==> src/design/buck_params.svh <==
`ifndef BUCK_PARAMS_SVH
`define BUCK_PARAMS_SVH
`define CLK_KHZ       250000
`define CLK_NS        4
`define SW_FREQ_KHZ   1000
`define SW_PERIOD_CYC (`CLK_KHZ / `SW_FREQ_KHZ)
`define DEAD_NS       8
`define DEAD_CYC      ((`DEAD_NS + `CLK_NS - 1) / `CLK_NS)
`define SS_SLOW_MS    8
`define SS_FAST_MS    4
`define RETRY_MS      15
`define SS_SLOW_CYC   (`SS_SLOW_MS * `CLK_KHZ)
`define SS_FAST_CYC   (`SS_FAST_MS * `CLK_KHZ)
`define RETRY_CYC     (`RETRY_MS * `CLK_KHZ)
`define ADDR_CTRL     8'h00
`define ADDR_VOUT     8'h04
`define ADDR_PEAK     8'h08
`define ADDR_STAT     8'h0c
`define CTRL_SW_ON    0
`define CTRL_AND      1
`define CTRL_FAST     2
`define VOUT_RST      7'h24
`define VOUT_MAX      7'h78
`define VOUT_BIAS_LO  7'h24
`define VOUT_BIAS_HI  7'h46
`define PEAK_RST      2'h0
`define PEAK_FIXED    2'h3
`define HICCUP_LIM    4'hf
`define SY_EN         0
`define SY_IOV        1
`define SY_UVLO       2
`define SY_HOT        3
`define SY_STRAP      4
`define SY_A_HIGHER   5
`define SY_A_OVER_B   6
`define SY_B_OVER_A   7
`define SY_TRIP       8
`define SY_LIM        9
`define SY_ZX         10
`define SY_INREG      11
`define SY_LIGHT      12
`define SY_WAKE       13
`define SY_A92        14
`define SY_B90        15
`define SY_QTR        16
`define NSYNC         17
`endif

==> src/design/buck_pkg.sv <==
package buck_pkg;
`include "buck_params.svh"
	typedef enum logic [2:0] {
		MUX_OFF, MUX_A, MUX_B, MUX_GAP_A, MUX_GAP_B
	} mux_t;
	typedef enum logic [2:0] {
		PWR_OFF, PWR_RAMP, PWR_RUN, PWR_STBY, PWR_RETRY
	} pwr_t;
	typedef enum logic [2:0] {
		PH_IDLE, PH_DEAD_H, PH_HIGH, PH_DEAD_L, PH_LOW
	} phase_t;
	typedef struct packed {
		logic [`NSYNC-1:0] sync1;
		logic [`NSYNC-1:0] sync2;
		logic [`NSYNC-1:0] sync3;
		logic [`NSYNC-1:0] filt;
		mux_t              mux;
		pwr_t              pwr;
		phase_t            phase;
		logic [21:0]       tmr;
		logic [3:0]        dead;
		logic [7:0]        tick_cnt;
		logic              tick;
		logic [3:0]        peak_limit_strap_cnt;
		logic              sw_on;
		logic              ctl_and;
		logic              ramp_fast;
		logic [6:0]        vout;
		logic [1:0]        peak;
		logic              en;
		logic              pg;
		logic              a_on;
		logic              b_on;
		logic              hs;
		logic              ls;
		logic              hiz;
		logic              stby;
		logic              bias_on;
		logic              bias_out;
		logic              ramp;
		logic              pg_oe;
		logic [1:0]        peak_eff;
		logic [7:0]        rdata;
	} st_t;
endpackage

==> src/design/buck_mux_control_logic.sv <==
// Implementation choices: the plain strobed port and the address map.
`timescale 1ns/1ns
`include "buck_params.svh"
// Function
// - only the higher supply channel is on, never both together
// - channel selection runs only while enabled; both channels off otherwise
// - switch to the off channel only when it leads by 200mV
// - both supplies have equal priority in selection
// - each high-side on-time starts from a 1MHz clock pulse
// - current comparator ends the on-time; off-time turns low side on
// - dead time with both switches off at every transition
// - low side forced off when current falls below zero-cross level
// - light load in regulation enters standby, switch node floats
// - standby wakes and resumes switching when output drops below 99%
// - enable is pin OR software bit, or AND when combine bit set
// - software enable and combine bit reset to 0, giving OR
// - bias regulator on when enable pin high or interface supply valid
// - internal feedback 3.3V to 5.0V moves bias onto output
// - ramp time select picks 8ms or 4ms soft-start, 8ms default
// - soft-start on enable, undervoltage exit and fault retry
// - output good releases above 92 percent, pulls low below 90
// - with strap low the field picks 700mA to 1000mA limit
// - configuration reset returns the limit field to 700mA
// - with strap high the limit is fixed at 1000mA
// - output target programmable 1.5V to 7.5V in 50mV steps
// - configuration resets on supply undervoltage or invalid interface
// - 15 limited on-times below quarter target stop and retry later
module buck_mux_control_logic #(
	parameter logic [21:0] SS_SLOW_CYC  = 22'(`SS_SLOW_CYC),
	parameter logic [21:0] SS_FAST_CYC  = 22'(`SS_FAST_CYC),
	parameter logic [21:0] RETRY_CYC    = 22'(`RETRY_CYC),
	parameter logic        INTERNAL_FB  = 1'b1,
	parameter logic [6:0]  VOUT_DEFAULT = `VOUT_RST
) (
	// clock and reset
	input  wire logic       CLK_I,
	input  wire logic       NRST_I,
	// register port
	input  wire logic [7:0] ADDR_I,
	input  wire logic [7:0] WDATA_I,
	input  wire logic       WE_I,
	input  wire logic       RE_I,
	output logic      [7:0] RDATA_O,
	// enable, supplies and straps
	input  wire logic       EN_PIN_I,
	input  wire logic       IFACE_SUPPLY_VALID_I,
	input  wire logic       SUP_UVLO_I,
	input  wire logic       OVERTEMP_I,
	input  wire logic       PEAK_LIMIT_STRAP_I,
	// supply comparators
	input  wire logic       SUPPLY_A_HIGHER_I,
	input  wire logic       SUPPLY_A_OVER_B_I,
	input  wire logic       SUPPLY_B_OVER_A_I,
	// current comparators
	input  wire logic       PWM_TRIP_I,
	input  wire logic       CUR_LIMIT_I,
	input  wire logic       ZERO_CROSS_I,
	// output comparators
	input  wire logic       OUT_IN_REG_I,
	input  wire logic       LIGHT_LOAD_I,
	input  wire logic       OUT_BELOW_WAKE_I,
	input  wire logic       OUT_ABOVE_92_I,
	input  wire logic       OUT_BELOW_90_I,
	input  wire logic       OUT_BELOW_QUARTER_I,
	// supply channels
	output logic            SUPPLY_A_ON_O,
	output logic            SUPPLY_B_ON_O,
	// power stage
	output logic            HIGH_SIDE_SWITCH_O,
	output logic            LOW_SIDE_SWITCH_O,
	output logic            SWITCH_NODE_HIZ_O,
	output logic            STANDBY_O,
	output logic            RAMP_ACTIVE_O,
	output logic      [1:0] PEAK_LIMIT_O,
	output logic      [6:0] VOUT_CODE_O,
	// bias
	output logic            BIAS_REG_ON_O,
	output logic            BIAS_TO_OUT_O,
	// open-drain output good
	output logic            OUTPUT_GOOD_FLAG_O,
	output logic            OUTPUT_GOOD_FLAG_OE_O
);
	import buck_pkg::*;

	st_t               st_ff;
	st_t               nxt_st;
	logic [`NSYNC-1:0] pins;
	logic [`NSYNC-1:0] f;
	logic              swing;
	logic              stop;
	logic              go;
	logic              hic;
	logic              cfg_rst;

	// keep a bit until the second and third stages agree
	function automatic logic [`NSYNC-1:0] settle(
		input logic [`NSYNC-1:0] a,
		input logic [`NSYNC-1:0] b,
		input logic [`NSYNC-1:0] h
	);
		settle = (a & b) | (h & (a ^ b));
	endfunction

	function automatic logic [21:0] dec22(input logic [21:0] v);
		dec22 = (v == 22'h0) ? v : v - 22'h1;
	endfunction

	assign pins[`SY_EN]       = EN_PIN_I;
	assign pins[`SY_IOV]      = IFACE_SUPPLY_VALID_I;
	assign pins[`SY_UVLO]     = SUP_UVLO_I;
	assign pins[`SY_HOT]      = OVERTEMP_I;
	assign pins[`SY_STRAP]    = PEAK_LIMIT_STRAP_I;
	assign pins[`SY_A_HIGHER] = SUPPLY_A_HIGHER_I;
	assign pins[`SY_A_OVER_B] = SUPPLY_A_OVER_B_I;
	assign pins[`SY_B_OVER_A] = SUPPLY_B_OVER_A_I;
	assign pins[`SY_TRIP]     = PWM_TRIP_I;
	assign pins[`SY_LIM]      = CUR_LIMIT_I;
	assign pins[`SY_ZX]       = ZERO_CROSS_I;
	assign pins[`SY_INREG]    = OUT_IN_REG_I;
	assign pins[`SY_LIGHT]    = LIGHT_LOAD_I;
	assign pins[`SY_WAKE]     = OUT_BELOW_WAKE_I;
	assign pins[`SY_A92]      = OUT_ABOVE_92_I;
	assign pins[`SY_B90]      = OUT_BELOW_90_I;
	assign pins[`SY_QTR]      = OUT_BELOW_QUARTER_I;

	assign f       = st_ff.filt;
	assign swing   = (st_ff.pwr == PWR_RAMP) || (st_ff.pwr == PWR_RUN);
	assign stop    = !st_ff.en || f[`SY_UVLO];
	assign go      = st_ff.en && !f[`SY_UVLO] && !f[`SY_HOT];
	assign cfg_rst = f[`SY_UVLO] || !f[`SY_IOV];

	always_comb begin
		nxt_st = st_ff;
		hic = 1'b0;
		// comparator synchronisers
		nxt_st.sync1 = pins;
		nxt_st.sync2 = st_ff.sync1;
		nxt_st.sync3 = st_ff.sync2;
		nxt_st.filt  = settle(st_ff.sync2, st_ff.sync3, st_ff.filt);

		// configuration; the reset source wins over a same-cycle write
		if (cfg_rst) begin
			nxt_st.sw_on     = 1'b0;
			nxt_st.ctl_and   = 1'b0;
			nxt_st.ramp_fast = 1'b0;
			nxt_st.vout      = VOUT_DEFAULT;
			nxt_st.peak      = `PEAK_RST;
		end else if (WE_I) begin
			case (ADDR_I)
				`ADDR_CTRL: begin
					nxt_st.sw_on     = WDATA_I[`CTRL_SW_ON];
					nxt_st.ctl_and   = WDATA_I[`CTRL_AND];
					nxt_st.ramp_fast = WDATA_I[`CTRL_FAST];
				end
				`ADDR_VOUT: begin
					// codes past 7.5V saturate
					nxt_st.vout = (WDATA_I[6:0] > `VOUT_MAX) ?
						`VOUT_MAX : WDATA_I[6:0];
				end
				`ADDR_PEAK: begin
					if (!f[`SY_STRAP]) begin
						nxt_st.peak = WDATA_I[1:0];
					end
				end
				default: begin
				end
			endcase
		end

		nxt_st.rdata = 8'h00;
		if (RE_I) begin
			case (ADDR_I)
				`ADDR_CTRL: nxt_st.rdata = {5'h00, st_ff.ramp_fast,
					st_ff.ctl_and, st_ff.sw_on};
				`ADDR_VOUT: nxt_st.rdata = {1'b0, st_ff.vout};
				`ADDR_PEAK: nxt_st.rdata = {5'h00, f[`SY_STRAP],
					st_ff.peak};
				`ADDR_STAT: nxt_st.rdata = {st_ff.bias_out, st_ff.ramp,
					st_ff.pwr == PWR_RETRY, st_ff.pg, st_ff.stby,
					st_ff.en, st_ff.b_on, st_ff.a_on};
				default: nxt_st.rdata = 8'h00;
			endcase
		end

		nxt_st.en = st_ff.ctl_and ? (f[`SY_EN] & st_ff.sw_on) :
			(f[`SY_EN] | st_ff.sw_on);

		// 1MHz switching clock
		nxt_st.tick_cnt = (st_ff.tick_cnt == 8'(`SW_PERIOD_CYC - 1)) ?
			8'h00 : st_ff.tick_cnt + 8'h01;
		nxt_st.tick = (st_ff.tick_cnt == 8'h00);

		// switch sequencer; dropping out of swing opens both at once
		if (!swing) begin
			nxt_st.phase = PH_IDLE;
			nxt_st.dead  = 4'h0;
		end else begin
			case (st_ff.phase)
				PH_IDLE: begin
					if (st_ff.tick) begin
						nxt_st.phase = PH_DEAD_H;
						nxt_st.dead  = 4'(`DEAD_CYC - 1);
					end
				end
				PH_DEAD_H: begin
					if (st_ff.dead == 4'h0) begin
						nxt_st.phase = PH_HIGH;
					end else begin
						nxt_st.dead = st_ff.dead - 4'h1;
					end
				end
				PH_HIGH: begin
					if (f[`SY_TRIP] || f[`SY_LIM]) begin
						nxt_st.phase = PH_DEAD_L;
						nxt_st.dead  = 4'(`DEAD_CYC - 1);
						if (f[`SY_LIM] && f[`SY_QTR]) begin
							nxt_st.peak_limit_strap_cnt = st_ff.peak_limit_strap_cnt + 4'h1;
							hic = (st_ff.peak_limit_strap_cnt ==
								`HICCUP_LIM - 4'h1);
						end else begin
							nxt_st.peak_limit_strap_cnt = 4'h0;
						end
					end
				end
				PH_DEAD_L: begin
					if (st_ff.dead == 4'h0) begin
						nxt_st.phase = PH_LOW;
					end else begin
						nxt_st.dead = st_ff.dead - 4'h1;
					end
				end
				PH_LOW: begin
					if (f[`SY_ZX]) begin
						nxt_st.phase = PH_IDLE;
					end else if (st_ff.tick) begin
						nxt_st.phase = PH_DEAD_H;
						nxt_st.dead  = 4'(`DEAD_CYC - 1);
					end
				end
				default: nxt_st.phase = PH_IDLE;
			endcase
		end

		// power state; every way into ramp reloads the soft-start timer
		case (st_ff.pwr)
			PWR_OFF: begin
				if (go) begin
					nxt_st.pwr = PWR_RAMP;
					nxt_st.tmr = st_ff.ramp_fast ? SS_FAST_CYC :
						SS_SLOW_CYC;
				end
			end
			PWR_RAMP, PWR_RUN: begin
				if (stop) begin
					nxt_st.pwr = PWR_OFF;
				end else if (f[`SY_HOT] || hic) begin
					nxt_st.pwr      = PWR_RETRY;
					nxt_st.tmr      = RETRY_CYC;
					nxt_st.peak_limit_strap_cnt = 4'h0;
				end else if (st_ff.pwr == PWR_RAMP) begin
					if (st_ff.tmr == 22'h0) begin
						nxt_st.pwr = PWR_RUN;
					end else begin
						nxt_st.tmr = dec22(st_ff.tmr);
					end
				end else if (st_ff.phase == PH_IDLE &&
					f[`SY_INREG] && f[`SY_LIGHT]) begin
					nxt_st.pwr = PWR_STBY;
				end
			end
			PWR_STBY: begin
				if (stop) begin
					nxt_st.pwr = PWR_OFF;
				end else if (f[`SY_WAKE]) begin
					nxt_st.pwr = PWR_RUN;
				end
			end
			PWR_RETRY: begin
				if (stop) begin
					nxt_st.pwr = PWR_OFF;
				end else if (st_ff.tmr == 22'h0 && !f[`SY_HOT]) begin
					nxt_st.pwr = PWR_RAMP;
					nxt_st.tmr = st_ff.ramp_fast ? SS_FAST_CYC :
						SS_SLOW_CYC;
				end else begin
					nxt_st.tmr = dec22(st_ff.tmr);
				end
			end
			default: nxt_st.pwr = PWR_OFF;
		endcase

		// supply mux; a gap cycle breaks one channel before the other
		if (!st_ff.en) begin
			nxt_st.mux = MUX_OFF;
		end else begin
			case (st_ff.mux)
				MUX_OFF: nxt_st.mux = f[`SY_A_HIGHER] ?
					MUX_A : MUX_B;
				MUX_A: begin
					if (f[`SY_B_OVER_A]) begin
						nxt_st.mux = MUX_GAP_B;
					end
				end
				MUX_B: begin
					if (f[`SY_A_OVER_B]) begin
						nxt_st.mux = MUX_GAP_A;
					end
				end
				MUX_GAP_A: nxt_st.mux = MUX_A;
				MUX_GAP_B: nxt_st.mux = MUX_B;
				default:   nxt_st.mux = MUX_OFF;
			endcase
		end

		// output good hysteresis; falling threshold has priority
		if (f[`SY_B90]) begin
			nxt_st.pg = 1'b0;
		end else if (f[`SY_A92]) begin
			nxt_st.pg = 1'b1;
		end

		nxt_st.a_on = (nxt_st.mux == MUX_A);
		nxt_st.b_on = (nxt_st.mux == MUX_B);
		nxt_st.hs   = (nxt_st.phase == PH_HIGH);
		nxt_st.ls   = (nxt_st.phase == PH_LOW);
		nxt_st.hiz  = (nxt_st.pwr != PWR_RAMP) &&
			(nxt_st.pwr != PWR_RUN);
		nxt_st.stby = (nxt_st.pwr == PWR_STBY);
		nxt_st.ramp = (nxt_st.pwr == PWR_RAMP);
		// bias follows the output only once it regulates
		nxt_st.bias_out = INTERNAL_FB && f[`SY_INREG] &&
			(st_ff.vout >= `VOUT_BIAS_LO) &&
			(st_ff.vout <= `VOUT_BIAS_HI) &&
			(st_ff.pwr == PWR_RUN || st_ff.pwr == PWR_STBY);
		nxt_st.bias_on = (f[`SY_EN] || f[`SY_IOV]) &&
			!nxt_st.bias_out;
		nxt_st.pg_oe    = !nxt_st.pg;
		nxt_st.peak_eff = f[`SY_STRAP] ? `PEAK_FIXED :
			st_ff.peak;
	end

	always_ff @(posedge CLK_I or negedge NRST_I) begin
		if (!NRST_I) begin
			st_ff         <= '0;
			st_ff.vout    <= VOUT_DEFAULT;
			st_ff.hiz     <= 1'b1;
			st_ff.pg_oe   <= 1'b1;
		end else begin
			st_ff <= nxt_st;
		end
	end

	assign RDATA_O               = st_ff.rdata;
	assign SUPPLY_A_ON_O         = st_ff.a_on;
	assign SUPPLY_B_ON_O         = st_ff.b_on;
	assign HIGH_SIDE_SWITCH_O    = st_ff.hs;
	assign LOW_SIDE_SWITCH_O     = st_ff.ls;
	assign SWITCH_NODE_HIZ_O     = st_ff.hiz;
	assign STANDBY_O             = st_ff.stby;
	assign RAMP_ACTIVE_O         = st_ff.ramp;
	assign PEAK_LIMIT_O          = st_ff.peak_eff;
	assign VOUT_CODE_O           = st_ff.vout;
	assign BIAS_REG_ON_O         = st_ff.bias_on;
	assign BIAS_TO_OUT_O         = st_ff.bias_out;
	// open drain: only ever pulls low
	assign OUTPUT_GOOD_FLAG_O    = 1'b0;
	assign OUTPUT_GOOD_FLAG_OE_O = st_ff.pg_oe;

	localparam int ON_DLY = `DEAD_CYC + 1;
endmodule

==> config.mk <==
export PLATFORM = sky130hd
export DESIGN_NAME = buck_mux_control_logic
export DESIGN_NICKNAME = d
export VERILOG_FILES = /design/src/design/buck_pkg.sv /design/src/design/buck_mux_control_logic.sv
export VERILOG_INCLUDE_DIRS = /design/src /design/src/design
export SDC_FILE = /design/constraint.sdc
export NUM_CORES = 1
export LEC_CHECK = 0
export BUFFER_PORTS_ARGS = -buffer_cell sky130_fd_sc_hd__clkbuf_2
export CORE_MARGIN = 2
export CORE_UTILIZATION = 50
export CTS_CLUSTER_DIAMETER = 40
export DETAILED_ROUTE_END_ITERATION = 16
export GPL_ROUTABILITY_DRIVEN = 0
export PLACE_DENSITY = 0.72
export SETUP_SLACK_MARGIN = 0.3
export SLEW_MARGIN = 10
export SYNTH_ARGS = -nofsm -noshare
export SYNTH_HDL_FRONTEND = slang
export SYNTH_SLANG_ARGS = --single-unit
==> constraint.sdc <==
create_clock -name CLK_I -period 2.26 [get_ports CLK_I]
set_input_delay 0.452 -clock CLK_I [delete_from_list [all_inputs] [get_ports CLK_I]]
set_output_delay 0.452 -clock CLK_I [all_outputs]
set_load 0.02 [all_outputs]
# == Word-level counts from Yosys, hierarchy flattened ==
# Index checks and enable logic that the tools add are counted.
# op_classes
add_sub_neg,4
magnitude_cmp,3
eq_ne,34
n_mux,63
bitwise,6
n_reduce_logical,43
# op_table
cell,n
two-way mux 22 bit,7
one-hot mux 22 bit (3 select lines),1
two-way mux 3 bit,20
two-way mux 4 bit,12
bitwise AND 17 bit,2
one-hot mux 8 bit (4 select lines),1
one-hot mux 3 bit (5 select lines),2
"== test 3 x 2 -> 1 bit, second input constant",9
two-way mux 12 bit,2
logical NOT 22 bit,1
"subtractor 22 x 1 -> 22 bit, second input constant",1
two-way mux 21 bit,1
OR 17 bit,1
bitwise XOR 17 bit,1
"== test 8 x 4 -> 1 bit, second input constant",2
logical NOT 8 bit,2
two-way mux 8 bit,2
one-hot mux 4 bit (4 select lines),1
"== test 3 x 1 -> 1 bit, second input constant",5
two-way mux 7 bit,2
"== test 3 bit, second input constant",4
"inequality test 3 bit, second input constant",4
one-hot mux 3 bit (4 select lines),1
logical AND 1 bit,11
29 further kinds,58
# word_totals
regBits,150
in_bits,37
out_inout_bits,28
wordCells,184

# == Longest topological paths before layout ==
# logic_depth
depth_word,11
mapped_depth,10
ltp_nobuf,8

# == Least setup slack after synthesis ==
# No wires, ideal clock.
# synth_path
path_kind,reg2reg
start,register st_ff[59] (netlist bit)
end,register st_ff[57] (netlist bit)
setup_ps,121
arrival_ps,2184
required_ps,2139
setup_slack_ps,-45
stages_incl_launch_ff,8
path_buffers,1
synth_period_minus_slack_ps,2305
cell_sequence,dfrtp_1 > buf_6 > or4_4 > nor4_4 > nand3_2 > and3_1 > o31a_1 > o22a_1
# synth_via
elab_chain_len,6
word_cells_on_any_way,9
cone_classes,mux: 7; reduce/logical: 2
# synth_rtl
item,line_no,text
from (decl),buck_mux_control_logic.sv:85,st_t st_ff;
from (signal assigned),buck_mux_control_logic.sv:349,st_ff <= nxt_st;
logical NOT 22 bit *,"buck_mux_control_logic.sv:105, buck_mux_control_logic.sv:261, buck_mux_control_logic.sv:281",
two-way mux 22 bit (4 in a row),-,
one-hot mux 22 bit (3 select lines) *,buck_mux_control_logic.sv:245,case (st_ff.pwr)
# Mark *: on every way between the ends. The rest lies on a longest branch, timed or not. The select of a mux whose other input is x is not followed.
# A chain may end at the register's enable or synchronous reset.

# == Final worst setup path ==
# layout_path
start,register st_ff[68] (netlist bit)
end,register st_ff[57] (netlist bit)
# The elaborated chain is that of the path after synthesis.

==> summary.md <==
The maximum buffer depth of the clock tree is 2, and the register clock-pin slew on the reported worst setup and hold paths is 0.06 ns. Counting every sink on the clock net gives 150. The tools report the final critical-path setup slack as -0.0931 ns. The critical path is of the reg2reg type. For the worst-skew pair, the clock arrives at the later sink with an insertion delay of 0.42 ns.

The pin count of the biggest net entering global routing is 49, and the count of max-cap constraint violations is 0. The total negative setup slack came out at -0.695 ns. Synthesis produced 605 cells. For the relative slew slack, the log shows 0.493.

The combinational fraction of design power is 0.220, and the count of antenna-violating nets left after detailed routing is 0. The checks that failed: negative setup slack. The hold slack is 0.137 ns, and the worst-path maximum fanout is 6.

Synthesized flop and latch total: 150. The number of antenna violations at the first check in global routing was 0. Walking the worst path, the cells encountered are or4_4 -> nor4_4 -> nand3_2 -> and3_4 -> o31a_1 -> o22a_1. Dividing total power by cell area gives a power density of 866 nW/um^2. The area overhead of the layout relative to synthesis came out at 30.1%. The tools report the area of the die as 14300 um^2. The worst setup path is captured at a register.

The tools report the worst clock skew as 0.0105 ns. The slowest cell on the critical path was or4_4. The clock share of power came out at 0.365. The most frequent standard cell in the layout excluding fill and tap cells is dfrtp_1. STA puts the critical path data required time at 2.57 ns.

The switching fraction of total power is 0.291. STA classifies the critical path startpoint as a register. The initial standard-cell utilization of the core is 0.509.

Register-to-register path setup slack: -0.09 ns. The core region is 13100 um^2. The logs give 17 for the number of buffers created by CTS and 0 for the warning count from the yosys run.

The count of input and output buffers was 62; the layout cell share with drive strength beyond 1 was 0.347. The fraction of registers with async set/reset came out at 1.00. The library cells used most frequently in the layout, excluding fill and tap cells, are dfrtp_1 (144), buf_4 (68), clkbuf_2 (61).

The clock tree synthesis step divided the H-tree into 4 levels. The analysis attributes to cell leakage a power of 3.96 nW. The most used flip-flop cell after synthesis is dfrtp_1. The sequential power share was 0.415. The total via count after detailed routing was 5335; the DRC violation count after routing was 0.

Counting both buffers and inverters, the worst setup path holds a total of 0. After synthesis, the netlist uses 70 different library cells. At the end of the flow, the number of nets in the layout was 797. Static timing analysis puts the maximum clock frequency at 0.425 GHz. Summing every instance area after synthesis gives 6680 um^2. The total global routing overflow is 0, and the count of flip-flops with a built-in enable after synthesis is 0. The tools report the final non-filler cell area as 8690 um^2. The ratio of final minimum period to clock period was 1.04. The run finished, with violations left. Data on the critical path arrives at its endpoint at 2.66 ns. The critical path's largest stage delay was 0.58 ns; the count of endpoints failing setup in the final report was 13.

Among cell families on the critical path, the largest total delay comes from simple AND/OR/NAND/NOR gates. The actual transition at the worst max-transition pin was 0.754 ns; the routed wire length was 16.8 mm. The tools report the HPWL reported at the end of detailed placement as 11.1 mm.

TritonCTS built the clock tree. The number of nets in the synthesized netlist is 668. The row count was 42. For the number of top-level pins, the log shows 65. Summing all placed instances gives a cell area of 7570 um^2. The vertical die dimension is 120 um, and the global-route wire length before repair is 27.4 mm. The tools report the clock tree root buffer cell as clkbuf_16. The number of iterations in the first detailed-routing pass was 8. The tools report the via count of the first global-routing pass as 5625. 0 antenna diodes ended up in the layout. For the sequential cell area fraction in the yosys report, the log shows 0.562.

The average vias per placed instance was 5.79. In this run, the number of DRC markers left after iteration 0 of detailed routing was 519. The internal power of the cells totals 5.34 mW.

The number of pins with negative max-slew slack in the final report was 0. Setup repair after global routing could not meet its margin everywhere. Type of the most critical hold path: in2reg.

The total global routing track utilization is 0.243, and the average cell area after synthesis is 11.0 um^2. The post-detailed-route wirelength per cell came out at 18.2 um. The net switching power was 2.19 mW. Fill cells in the final layout number 946. The tools report the hold violation count in the final report as 0. The worst-case IR drop observed on VDD is 762 uV. The horizontal die dimension came out at 120 um. Counting I/O delays and the setup requirement, the final critical path takes 2.35 ns.
final timing paths:
| kind | endpoint | start | cells after the start |
|---|---|---|---|
| min in group asynchronous | f[16] | NRST_I | 2 |
| max in group asynchronous | OUTPUT_GOOD_FLAG_OE_O | NRST_I | 3 |
| max reg2reg | st_ff[57] | st_ff[68] | 6 |
| min | nxt_st[124] | PWM_TRIP_I | 1 |
| max | st_ff[57] | st_ff[68] | 6 |
| min reg2reg | nxt_st[99] | nxt_st[116] | 0 |
cells in the mapped netlist, drive strengths merged (6+ instances only):
cell / n / share of area
xnor2: 7 / 0.0092
xor2: 7 / 0.0092
ha: 26 / 0.049
a21oi: 26 / 0.019
nor4: 13 / 0.016
dfrtp: 146 / 0.55
nor2: 62 / 0.035
nor3b: 7 / 0.0086
or4: 8 / 0.0095
o21ai: 33 / 0.025
nand4: 6 / 0.0056
clkbuf: 10 / 0.0056
nand2: 37 / 0.021
inv: 17 / 0.0095
mux2i: 10 / 0.015
or2: 6 / 0.0056
and3: 11 / 0.011
nand2b: 8 / 0.0075
a21o: 18 / 0.020
nor2b: 10 / 0.0094
buf: 25 / 0.026
nor3: 20 / 0.016
nand3: 21 / 0.018
a31oi: 8 / 0.0075
cell families (layout without fill, tap and decap cells):
family	count (synthesis)	after routing	share of synthesized area
and+or+nand+nor	224	224	0.181
DFF	150	150	0.562
AOI/OAI and AO/OA	125	125	0.127
buffers and inverters	52	193	0.0416
adders and majority gates	26	26	0.0487
xor gates and xnor gates	14	14	0.0183
muxes	13	13	0.0200
other	1	1	0.000561
registers in the layout (all words and copies together) (netlist names):
register               count
LOW_SIDE_SWITCH_O          1
SWITCH_NODE_HIZ_O          1
STANDBY_O                  1
RAMP_ACTIVE_O              1
BIAS_TO_OUT_O              1
VOUT_CODE_O                7
RDATA_O                    8
HIGH_SIDE_SWITCH_O         1
SUPPLY_A_ON_O              1
st_ff                     72
f                         17
PEAK_LIMIT_O               2
OUTPUT_GOOD_FLAG_OE_O      1
SUPPLY_B_ON_O              1
BIAS_REG_ON_O              1
nxt_st                    34
routing by layer:
metal	global-route usage	vias up	part of all wire
met5	0	-	0
met4	0.103	0	0.027
met3	0.0608	53	0.055
met2	0.408	215	0.52
met1	0.299	2652	0.40
li1	-	2415	-
metrics by stage:
step | instances | utilization | power (mW) | setup WS, ns
2_1_floorplan | 605 | - | 3.86 | 0.0153
3_3_place_gp | 868 | 0.576 | 4.40 | -0.000926
3_5_place_dp | 868 | 0.576 | 4.47 | -0.0406
4_1_cts | 914 | 0.643 | 7.41 | -0.0122
5_1_grt | 922 | 0.662 | 7.83 | -0.168
6_report | 922 | 0.662 | 7.53 | -0.0931
final cells by class:
cell class / instances / area (um^2) / share of cell area
flip-flops and latches: 150 / 3760 / 0.433
multi-input cells: 403 / 3040 / 0.350
repair buffers: 145 / 1030 / 0.119
clock buffers: 20 / 447 / 0.0514
well taps: 176 / 220 / 0.0253
clock inverters: 11 / 126 / 0.0145
inverters: 17 / 63.8 / 0.00734
power groups by stage:
stage | logic (mW) | registers, mW | clock network (mW)
finish | 1.65 | 3.13 | 2.75
CTS | 1.50 | 3.12 | 2.80
global route | 1.77 | 3.15 | 2.91
floorplan | 0.691 | 3.17 | 0
detailed placement | 1.31 | 3.16 | 0
global placement | 1.26 | 3.14 | 0
timing repair:
action	CTS	global route
endpoints found under the hold margin	35	0
pin swaps	13	18
hold buffers	1	0
buffers inserted	14	8
endpoints found under the setup margin	29	33
gates cloned	0	0
resized for setup	44	45
Note: power is estimated with default switching activity, not from simulation.
